File: src/trace_report_cfg.svh
// constants for the debug trace reporting block
`ifndef TRACE_REPORT_CFG_SVH
`define TRACE_REPORT_CFG_SVH
`define DSCR_MODE_HI 15
`define DSCR_MODE_LO 14
`define CPAC_DIS_HI 31
`define CPAC_DIS_LO 30
`define CPAC_DIS_ABSENT 2'h3
`define MODE_RESET 2'h0
`define FIFO_DEPTH 4
`endif

File: src/trace_report_pkg.sv
// types for the debug trace reporting block
package trace_report_pkg;
    typedef enum logic [1:0] {
        mode_none_type_v = 2'h0,
        mode_halt_type_v = 2'h1,
        mode_monitor_type_v = 2'h2
    } debug_mode_type;
    typedef enum logic [1:0] {
        st_run = 2'h0,
        st_halting = 2'h1,
        st_halted = 2'h3
    } run_state_type;
endpackage : trace_report_pkg

File: src/trace_report.sv
// instruction trace reporting around debug events, with output fifo
`timescale 1ns/100ps
`default_nettype none
`include "trace_report_cfg.svh"

module trace_fifo #(
    parameter int width = 32,
    parameter int depth = 4
) (
    // clock and reset
    input wire logic clk_sys,
    input wire logic rst,
    // fill side
    input wire logic in_valid,
    output logic in_ready,
    input wire logic [width-1:0] in_data,
    // drain side
    output logic out_valid,
    input wire logic out_ready,
    output logic [width-1:0] out_data
);
    localparam int aw = (depth > 1) ? $clog2(depth) : 1;
    initial begin
        if (depth < 2 || (depth & (depth - 1)) != 0)
            $error("trace_fifo depth must be a power of two >= 2");
    end
    logic [width-1:0] mem_ff [depth];
    // one spare pointer bit tells a full fifo from an empty one
    logic [aw:0] wr_ff;
    logic [aw:0] rd_ff;
    logic [aw:0] nxt_wr;
    logic [aw:0] nxt_rd;
    logic push;
    logic pop;
    assign in_ready = (wr_ff - rd_ff) != (aw+1)'(depth);
    assign out_valid = wr_ff != rd_ff;
    assign push = in_valid && in_ready;
    assign pop = out_valid && out_ready;
    assign out_data = mem_ff[rd_ff[aw-1:0]];
    always_comb begin
        nxt_wr = push ? wr_ff + 1'b1 : wr_ff;
        nxt_rd = pop ? rd_ff + 1'b1 : rd_ff;
    end
    always_ff @(posedge clk_sys) begin
        if (rst) begin
            wr_ff <= '0;
            rd_ff <= '0;
        end else begin
            wr_ff <= nxt_wr;
            rd_ff <= nxt_rd;
        end
    end
    // storage needs no reset: a word is only read after it was written
    always_ff @(posedge clk_sys) begin
        if (push)
            mem_ff[wr_ff[aw-1:0]] <= in_data;
    end
endmodule : trace_fifo

// What this block does
// - two status bits select halt, monitor, none
// - monitor watchpoint exception suppresses the instruction trace
// - exact comparator fires only on executed instructions
// - trace last completed instruction before external halt
// - partial load/store multiple at halt not traced
// - halt on external request or run control write
// - absent simd/upper register bits read 11
module trace_report #(
    parameter int addr_width = 32
) (
    // clock and reset
    input wire logic clk_sys,
    input wire logic rst,
    // debug configuration
    input wire logic [1:0] debug_status_control_reg,
    input wire logic invasive_debug_enable,
    input wire logic external_halt_request,
    input wire logic debug_run_control_reg,
    // retirement from the pipeline
    input wire logic retire_valid,
    input wire logic [addr_width-1:0] retire_addr,
    input wire logic retire_complete,
    input wire logic watchpoint_hit,
    // comparator setup
    input wire logic [addr_width-1:0] compare_addr,
    input wire logic compare_exact,
    // trace stream out
    output logic trace_valid,
    input wire logic trace_ready,
    output logic [addr_width-1:0] trace_addr,
    // status
    output logic [1:0] debug_mode,
    output logic halted,
    output logic watch_exception,
    output logic compare_fire,
    output logic [7:0] trigger_count,
    output logic [1:0] coprocessor_access_control,
    output logic core_stall
);
    initial begin
        if (addr_width < 2)
            $error("trace_report addr_width too small");
        if (`FIFO_DEPTH < 2)
            $error("trace_report fifo depth too small");
    end
    trace_report_pkg::run_state_type state_ff;
    trace_report_pkg::run_state_type nxt_state;
    logic [1:0] mode_ff;
    logic [1:0] nxt_mode;
    logic watch_ff;
    logic nxt_watch;
    logic fire_ff;
    logic nxt_fire;
    logic [7:0] trig_ff;
    logic [7:0] nxt_trig;
    logic [1:0] cpac_ff;
    logic halt_req;
    logic monitor_on;
    logic suppress;
    logic executed;
    logic push;
    logic fifo_ready;

    function automatic logic addr_match(input logic [addr_width-1:0] a,
                                        input logic [addr_width-1:0] b);
        addr_match = (a == b);
    endfunction : addr_match

    // mode value 3 is reserved and behaves as no debug mode
    function automatic logic mode_is_monitor(input logic [1:0] m);
        mode_is_monitor = (m == trace_report_pkg::mode_monitor_type_v);
    endfunction : mode_is_monitor

    assign halt_req = external_halt_request || debug_run_control_reg;
    assign monitor_on = invasive_debug_enable && mode_is_monitor(mode_ff);
    // a monitor-mode data watchpoint aborts the instruction before it retires
    // only a real retirement can take the watchpoint exception
    assign suppress = retire_valid && monitor_on &&
        watchpoint_hit;
    // partial multi-transfer work is never a completed instruction
    assign executed = retire_valid && retire_complete && !suppress &&
        (state_ff == trace_report_pkg::st_run);
    // a full fifo stalls retirement rather than losing trace
    assign push = executed && fifo_ready;
    assign core_stall = !fifo_ready;

    always_comb begin
        nxt_mode = mode_ff;
        nxt_state = state_ff;
        nxt_watch = suppress;
        nxt_fire = 1'b0;
        nxt_trig = trig_ff;
        // mode bits are taken from the status/control field
        nxt_mode = debug_status_control_reg;
        case (state_ff)
            trace_report_pkg::st_run: begin
                // the instruction retiring this cycle is still reported
                if (halt_req)
                    nxt_state = trace_report_pkg::st_halting;
            end
            // halting gives the pipeline one cycle to drain
            trace_report_pkg::st_halting: begin
                nxt_state = trace_report_pkg::st_halted;
            end
            trace_report_pkg::st_halted: begin
                if (!halt_req)
                    nxt_state = trace_report_pkg::st_run;
            end
            default: nxt_state = trace_report_pkg::st_run;
        endcase
        if (push && compare_exact &&
            addr_match(retire_addr, compare_addr)) begin
            nxt_fire = 1'b1;
        end
        // triggers count only traced matches; the count wraps at 255
        if (nxt_fire) begin
            nxt_trig = trig_ff + 8'h01;
        end
    end

    always_ff @(posedge clk_sys) begin
        if (rst) begin
            state_ff <= trace_report_pkg::st_run;
            mode_ff <= `MODE_RESET;
            watch_ff <= 1'b0;
            fire_ff <= 1'b0;
            trig_ff <= 8'h00;
            cpac_ff <= `CPAC_DIS_ABSENT;
        end else begin
            state_ff <= nxt_state;
            mode_ff <= nxt_mode;
            watch_ff <= nxt_watch;
            fire_ff <= nxt_fire;
            trig_ff <= nxt_trig;
            cpac_ff <= `CPAC_DIS_ABSENT;
        end
    end

    // a full fifo holds the pipeline, but a held retirement that completes after the state has left st_run is not traced
    trace_fifo #(
        .width(addr_width),
        .depth(`FIFO_DEPTH)
    ) u_fifo (
        .clk_sys(clk_sys),
        .rst(rst),
        .in_valid(executed),
        .in_ready(fifo_ready),
        .in_data(retire_addr),
        .out_valid(trace_valid),
        .out_ready(trace_ready),
        .out_data(trace_addr)
    );

    assign debug_mode = mode_ff;
    assign halted = (state_ff == trace_report_pkg::st_halted);
    assign watch_exception = watch_ff;
    assign compare_fire = fire_ff;
    assign trigger_count = trig_ff;
    assign coprocessor_access_control = cpac_ff;
endmodule : trace_report
`default_nettype wire

File: config.mk
export PLATFORM = sky130hd
export DESIGN_NAME = trace_report
export DESIGN_NICKNAME = d
export VERILOG_FILES = /design/src/trace_report_pkg.sv /design/src/trace_report.sv
export VERILOG_INCLUDE_DIRS = /design/src
export SDC_FILE = /design/constraint.sdc
export NUM_CORES = 1
export LEC_CHECK = 0
export BUFFER_PORTS_ARGS = -buffer_cell sky130_fd_sc_hd__buf_2
export CORE_MARGIN = 8
export CORE_UTILIZATION = 31
export DETAILED_ROUTE_END_ITERATION = 7
export PLACE_DENSITY = 0.61
export SYNTH_ARGS = -nofsm -noshare
export SYNTH_HDL_FRONTEND = slang
export SYNTH_SLANG_ARGS = --single-unit
File: constraint.sdc
create_clock -name clk_sys -period 5.8 [get_ports clk_sys]
set_input_delay 0.87 -clock clk_sys [delete_from_list [all_inputs] [get_ports clk_sys]]
set_output_delay 0.87 -clock clk_sys [all_outputs]
set_load 0.01 [all_outputs]
==> results of run 1 <==
-- power groups by stage --
stage | Sequential, uW | Clock (uW) | Combinational (uW)
finish | 1200 | 1070 | 238
global route | 1200 | 1140 | 263
CTS | 1200 | 1100 | 247
detailed placement | 1220 | 0 | 246
global placement | 1220 | 0 | 242
floorplan | 1220 | 0 | 142
-- per-layer routing --
metal	track usage	up-vias	routed length, um
met1	0.139	1661	5680
li1	-	1542	-
met3	0.0460	10	1030
met4	0.0347	0	104
met2	0.189	119	6660
met5	0	-	0
-- cell usage after synthesis (7+ instances only) --
cell,instances
ha_1,8
edfxtp_1,128
inv_1,7
a21oi_1,7
nand3_1,8
and2_1,7
xnor2_1,22
mux4_2,32
nor2_1,12
dfxtp_1,22
xor2_1,17
-- critical path: stages (launching register included) --
cell and delay (ns):
dfxtp_2 0.31, buf_4 0.55, mux4_2 0.64, buf_2 0.17
-- placed cells by master (no fill, tap or decap), types with 3 or more instances in the layout --
| cell type | count |
|---|---|
| nor2_1 | 12 |
| nand2_1 | 5 |
| nor2b_1 | 3 |
| xor2_1 | 17 |
| and3_1 | 3 |
| clkbuf_16 | 17 |
| nand4_1 | 6 |
| mux4_2 | 32 |
| edfxtp_1 | 128 |
| buf_2 | 122 |
| nor4_1 | 3 |
| a21oi_1 | 7 |
| nand3_1 | 8 |
| or4_1 | 3 |
| ha_1 | 8 |
| dfxtp_1 | 20 |
| bufinv_16 | 3 |
| clkinv_1 | 4 |
| xnor2_1 | 22 |
| and2_2 | 4 |
| inv_1 | 7 |
| clkbuf_1 | 3 |
| and2_1 | 3 |
| clkinv_2 | 3 |
-- layout make-up --
type | instances | area, sq um | share of cell area
sequential | 150 | 4290 | 0.573
multi-input combinational | 159 | 1650 | 0.221
timing repair buffer | 123 | 618 | 0.0826
clock buffer | 20 | 437 | 0.0583
tap | 265 | 332 | 0.0443
clock inverter | 12 | 135 | 0.0181
inverter | 7 | 26.3 | 0.00351
-- cells by family after synthesis --
kind of cell               synth area share
buffers and inverters                0.0150
adders and majority gates            0.0183
DFF                                   0.712
xor gates and xnor gates             0.0568
and+or+nand+nor                      0.0599
other                              0.000623
AOI/OAI and AO/OA                    0.0141
muxes                                 0.123
-- sequential cells by signal (all words and copies together) (netlist names), named ones only --
name             cells
compare_fire         1
debug_mode           2
state_ff             2
trigger_count        8
u_fifo.mem_ff      128
u_fifo.rd_ff         3
u_fifo.wr_ff         3
watch_exception      1
-- metrics by stage --
step / worst slack, ns / instances / power (uW)
2_1_floorplan: 3.19 / 329 / 1360
3_3_place_gp: 2.49 / 704 / 1460
3_5_place_dp: 2.45 / 704 / 1470
4_1_cts: 2.78 / 736 / 2540
5_1_grt: 2.71 / 736 / 2610
6_report: 2.86 / 736 / 2510
-- final timing paths --
kind | from | slack, ns | endpoint | cells past startpoint
min | state_ff[0] | 0.48 | state_ff[1] | 2
max | flop | 2.86 | trace_addr[30] | 3
min reg2reg | state_ff[0] | 0.48 | state_ff[1] | 2
max reg2reg | u_fifo.rd_ff[1] | 3.21 | u_fifo.mem_ff[3][4] | 6
==> impl_metrics.ini, run 1 <==
[grt]
grt_pass1_vias = 3741
grt_start_max_net_pins = 34
grt_pass1_wl_um = 20800
antenna_found_initial = 0
grt_use_total = 0.116
grt-ovfl-total = 0

[clock_network]
clk_pin_slew_ns = 0.06
cts_buffers = 17
clock_path_buffers = 2
cts_max_level = 4
cts_tree = done
cts_resized = 0
clkLatencyLatePin_ns = 0.41
cts-hold-fix-buffers = 0
ctsRootBufferMaster = clkbuf_16
clkSinkCount = 150
postCtsSetupRepairBufs = 0

[power]
p_per_area_nw_per_um2 = 335
pwr-share-seq = 0.478
vdd_drop_max_mv = 0.189
intPower_uw = 1970
clockPowerShare = 0.427
p_sw_frac = 0.214
pwr-share-comb = 0.095
p_leak_uw = 0.00263
net-switching-power_uw = 537

[final_layout]
area_growth_pct = 24.4
nets = 542
utilization = 0.388
fillCellCount = 1844
antennaDiodeCount = 0
fin_area_sq_um = 7490
drive_gt1_frac = 0.399

[sta]
whs_ns = 0.479
worst_pin_slew_ns = 0.996
hold_violations = 0
maxSlewHeadroom = 0.336
period_share = 0.507
finalSetupViolCount = 0
fin_skew_ns = 0.00899
drv_slew = 0
rsz0062_at_grt = false
finalCriticalPeriod_ns = 2.94
finalSetupTns_ns = 0
fmax_ghz = 0.340

[floorplan]
core_sq_um = 19300
boundaryPins = 125
start_util = 0.312
die_y_um = 155
die_w_um = 155
die_area_sq_um = 24100
rows = 51

[run]
cap_violations = 0

[worst_setup_path]
cp-end-kind = output port
crit_fanout = 32
cp_data_required_time_ns = 4.93
worst-setup-path-type = flop to output port
cp.arrival_ns = 2.07
startpoint_type = flop

[drt]
drtIter0Drc = 181
vias_per_cell = 4.53
avgRoutedWirePerCell_um = 18.3
vias = 3332
drc_errors = 0
postRouteAntennaNets = 0
drt_first_pass_iters = 4
wirelength_um = 13500

[yosys]
synth_cell_types = 39
synth_top_area_frac = 0.639
ys.flop_type = edfxtp_1
postSynthCellCount = 328
yosysTopAreaCell = edfxtp_1
yosys_warnings = 0
ys_seq_area_frac = 0.712
synth_area_leaders = edfxtp_1 (64%), mux4_2 (12%), dfxtp_1 (7.3%), xnor2_1 (3.2%), xor2_1 (2.5%)
async_flop_share = 0
synth-edff-count = 128
ys_seq_elements = 150
netlist_area_sq_um = 6020
synth_area_per_cell_sq_um = 18.3

[worst_hold_path]
hold_class = flop to flop

[place]
routabilityCongestion = 0.769
portBuffers = 122
hpwl_um = 8930
placed_cell_area_sq_um = 6910

[run_status]
status = complete, no violations
(Power assumes the default switching activity.)
==> run 2: changes to the inputs <==
--- a/config.mk
+++ b/config.mk
@@ -10,7 +10,7 @@
 export CORE_MARGIN = 8
 export CORE_UTILIZATION = 31
 export DETAILED_ROUTE_END_ITERATION = 7
-export PLACE_DENSITY = 0.61
+export PLACE_DENSITY = 0.63
 export SYNTH_ARGS = -nofsm -noshare
 export SYNTH_HDL_FRONTEND = slang
 export SYNTH_SLANG_ARGS = --single-unit
==> constraint.sdc (replaced) <==
create_clock -name clk_sys -period 2.59 [get_ports clk_sys]
set_input_delay 0.3885 -clock clk_sys [delete_from_list [all_inputs] [get_ports clk_sys]]
set_output_delay 0.3885 -clock clk_sys [all_outputs]
set_load 0.01 [all_outputs]
==> impl_metrics.ini, run 2 (synthesized netlist as in run 1, its figures left out) <==
[clock_network]
ctsRootBufferMaster = clkbuf_16
clkLatencyLatePin_ns = 0.42
clock_path_buffers = 2
cts_tree = done
clk_pin_slew_ns = 0.06
cts-hold-fix-buffers = 0
cts_buffers = 17
cts_resized = 0
clkSinkCount = 150
cts_max_level = 4
postCtsSetupRepairBufs = 0

[power]
vdd_drop_max_mv = 0.446
p_per_area_nw_per_um2 = 755
p_leak_uw = 0.00271

[floorplan]
die_y_um = 155
rows = 51
boundaryPins = 125
start_util = 0.312
die_area_sq_um = 24100
core_sq_um = 19300
die_w_um = 155

[sta]
drv_slew = 0
rsz0062_at_grt = false
finalCriticalPeriod_ns = 2.38
finalSetupViolCount = 0
fmax_ghz = 0.419
finalWorstSetupSlack_ns = 0.205
period_share = 0.921
fin_skew_ns = 0.00791
finalSetupTns_ns = 0
hold_violations = 0

[worst_setup_path]
critical_path.top_delay_family = simple AND/OR/NAND/NOR gates
cp-end-kind = flop
crit_fanout = 10
worst_r2r_path_depth = 8
reg2reg_slack_ns = 0.21
cp_data_required_time_ns = 2.89
path_cells = inv_1 > ha_1 > nand2b_1 > xnor2_1 > o21a_1 > nand4_2 > or4_1 > mux2_1
crit_slowest_cell = or4_1
cp.arrival_ns = 2.69
worst-setup-path-type = flop to flop
worstPathBufferInverterCount = 1
rr_startpoint = u_fifo.rd_ff[1]
max_stage_delay_ns = 0.51
r2r_end = trigger_count[7]
startpoint_type = flop

[place]
routabilityCongestion = 0.779
placed_cell_area_sq_um = 7080
portBuffers = 122
pre_cts_ws_ns = -0.0647
hpwl_um = 9720

[final_layout]
largest_reg_flops = 128
fin_area_sq_um = 7690
fillCellCount = 1810
most-common-layout-cells = edfxtp_1 (128), buf_2 (122), mux4_2 (32), xnor2_1 (22), dfxtp_1 (20)
nets = 552
layout_commonest_cell = edfxtp_1
utilization = 0.399
area_growth_pct = 27.8
drive_gt1_frac = 0.416
antennaDiodeCount = 0

[worst_hold_path]
hold_depth = 2
hold_class = primary input to flop
whs_endpoint = debug_mode[0]
min_from = debug_status_control_reg[0]

[drt]
avgRoutedWirePerCell_um = 18.7
drc_errors = 0
vias_per_cell = 4.61
vias = 3437
drt_first_pass_iters = 4
wirelength_um = 14000
postRouteAntennaNets = 0
drtIter0Drc = 180

[grt]
grt_pass1_wl_um = 21800
grt_use_total = 0.120
grt-ovfl-total = 0
grt_start_max_net_pins = 33
antenna_found_initial = 0
grt_pass1_vias = 3877

[run]
cap_violations = 0

[run_status]
status = complete, no violations
[run 2: worst reg2reg max path: stages, from the launching register on]
cell      delay, ns
dfxtp_1        0.35
inv_1          0.06
ha_1           0.18
nand2b_1       0.15
xnor2_1        0.21
o21a_1         0.36
nand4_2        0.13
or4_1          0.51
mux2_1         0.32
[run 2: how the worst max path moves through the flow]
| stage | startpoint | endpoint | cells after the start |
|---|---|---|---|
| finish | u_fifo.rd_ff[1] | trigger_count[7] | 8 |
| global route | u_fifo.rd_ff[1] | trigger_count[7] | 8 |
| CTS | u_fifo.rd_ff[1] | trigger_count[7] | 8 |
| detailed placement | retire_addr[8] | trigger_count[7] | 8 |
| floorplan | u_fifo.rd_ff[1] | u_fifo.mem_ff[3][0] | 7 |
| global placement | retire_addr[1] | trigger_count[7] | 8 |
[run 2: through the flow]
step | cells | total power [uW] | hold slack [ns]
global route | 746 | 6020 | 0.181
global placement | 714 | 3310 | 0.454
detailed placement | 714 | 3320 | 0.465
finish | 746 | 5800 | 0.180
CTS | 746 | 5880 | 0.165
floorplan | 329 | 3050 | 0.442
[run 2: power breakdown]
group	leakage [uW]	internal, uW	switching, uW
logic	0.00109	277	286
clock network	0.000286	1600	943
registers	0.00134	2670	28.6
total	0.00271	4550	1260
[run 2: area by class of cell]
| class | instances | area [sq um] | share of cell area |
|---|---|---|---|
| clock buffers | 18 | 429 | 0.0558 |
| clock inverters | 14 | 184 | 0.0239 |
| inverters | 7 | 26.3 | 0.00342 |
| multi-input cells | 159 | 1650 | 0.215 |
| flip-flops and latches | 150 | 4290 | 0.557 |
| well taps | 265 | 332 | 0.0431 |
| repair buffers | 133 | 781 | 0.102 |
[run 2: per-layer routing]
layer	up-vias	part of all wire	GRT usage
met3	14	0.070	0.0416
met2	130	0.47	0.194
met5	-	0	0
li1	1560	-	-
met4	0	0.011	0.0374
met1	1733	0.44	0.150
==> run 3: changes to the inputs <==
--- a/config.mk
+++ b/config.mk
@@ -7,6 +7,7 @@
 export NUM_CORES = 1
 export LEC_CHECK = 0
 export BUFFER_PORTS_ARGS = -buffer_cell sky130_fd_sc_hd__buf_2
+export CORE_ASPECT_RATIO = 1.25
 export CORE_MARGIN = 8
 export CORE_UTILIZATION = 31
 export DETAILED_ROUTE_END_ITERATION = 7
==> impl_metrics.ini, run 3 (synthesized netlist as in run 1, its figures left out) <==
[grt]
grt_pass1_wl_um = 21800
grt_pass1_vias = 3872
grt_start_max_net_pins = 26
grt-ovfl-total = 0
antenna_found_initial = 2
grt_use_total = 0.122

[floorplan]
boundaryPins = 125
die_w_um = 141
rows = 57
die_area_sq_um = 24200
die_y_um = 172
start_util = 0.312
core_sq_um = 19300

[sta]
finalCriticalPeriod_ns = 2.33
drv_slew = 0
fin_skew_ns = 0.00837
hold_violations = 0
finalSetupTns_ns = 0
worst_pin_slew_ns = 0.684
finalWorstSetupSlack_ns = 0.262
maxSlewHeadroom = 0.540
finalSetupViolCount = 0
fmax_ghz = 0.429
rsz0062_at_grt = false
period_share = 0.899

[power]
clockPowerShare = 0.423
power.total_uw = 5620
net-switching-power_uw = 1190
vdd_drop_max_mv = 0.393
p_sw_frac = 0.213
p_leak_uw = 0.00272
p_per_area_nw_per_um2 = 738
intPower_uw = 4420
pwr-share-comb = 0.099
pwr-share-seq = 0.478

[worst_setup_path]
cp.arrival_ns = 2.63
startpoint_type = primary input
cp_data_required_time_ns = 2.89
cp-end-kind = flop
worstPathBufferInverterCount = 2
critical_path.top_delay_family = simple AND/OR/NAND/NOR gates
crit_start = retire_addr[8]
rr_startpoint = u_fifo.rd_ff[1]
crit_slowest_cell = nor4_1
max_stage_delay_ns = 0.62
path_cells = buf_2 > xor2_1 > nor4_1 > buf_4 > and3_1 > nand4_2 > or4_1 > mux2_1
crit_fanout = 5
worst-setup-path-type = primary input to flop

[place]
routabilityCongestion = 0.729
pre_cts_ws_ns = -0.318
portBuffers = 122
hpwl_um = 9800
placed_cell_area_sq_um = 7050

[clock_network]
cts-hold-fix-buffers = 0
cts_max_level = 4
clock_path_buffers = 2
clkLatencyLatePin_ns = 0.41
postCtsSetupRepairBufs = 0
cts_tree = done
clk_pin_slew_ns = 0.06
cts_buffers = 17
cts_resized = 0
ctsRootBufferMaster = clkbuf_16
clkSinkCount = 150

[drt]
wirelength_um = 13900
vias_per_cell = 4.69
drt_first_pass_iters = 4
vias = 3384
avgRoutedWirePerCell_um = 19.3
drc_errors = 0
drtIter0Drc = 170
postRouteAntennaNets = 0

[final_layout]
drive_gt1_frac = 0.419
fin_area_sq_um = 7620
most-common-layout-cells = edfxtp_1 (128), buf_2 (122), mux4_2 (32), xnor2_1 (22), dfxtp_1 (20)
utilization = 0.396
antennaDiodeCount = 0
area_growth_pct = 26.6
largest_reg_flops = 128
fillCellCount = 1824
nets = 558
multi_input_area_sq_um = 1650
register_area_sq_um = 4290
layout_commonest_cell = edfxtp_1

[run_status]
status = complete, no violations

[run]
cap_violations = 0

[worst_hold_path]
min_from = debug_status_control_reg[0]
hold_class = primary input to flop
-- run 3: cell types whose count changed in the layout (fill, tap and decap cells not counted) --
cell	change
clkbuf_1	+1
buf_4	+9
clkinv_2	+1
buf_12	-3
clkinvlp_4	-2
clkinv_4	-1
bufinv_16	-1
-- run 3: layout make-up --
cell class | instances | area share
clock inverter | 11 | 0.0177
inverter | 7 | 0.00345
clock buffer | 19 | 0.0568
sequential | 150 | 0.563
tap | 236 | 0.0388
multi-input combinational | 159 | 0.217
timing repair buffer | 139 | 0.103
-- run 3: layer usage --
metal  up-vias  GRT usage  routed length, um
li1       1573          -                  -
met1      1682      0.137               5760
met2       109      0.210               7050
met3        16     0.0464                936
met4         4     0.0379                139
met5         -          0                 23
-- run 3: power groups by stage --
stage	logic [uW]	clock network, uW	registers, uW
3_5_place_dp	574	0	2740
6_report	556	2380	2690
2_1_floorplan	317	0	2730
3_3_place_gp	567	0	2730
5_1_grt	615	2540	2690
4_1_cts	577	2450	2690
-- run 3: path summary, 6_finish.rpt --
path	to	slack, ns	cells after the start
max reg2reg	trigger_count[5]	0.42	9
min reg2reg	state_ff[1]	0.48	2
min	debug_mode[0]	0.20	2
max	trigger_count[7]	0.26	8
-- run 3: metrics by stage --
step	hold slack (ns)	std cells
after floorplan	0.442	329
after global placement	0.454	691
after detailed placement	0.468	691
after CTS	0.195	721
after global routing	0.195	721
final	0.200	721
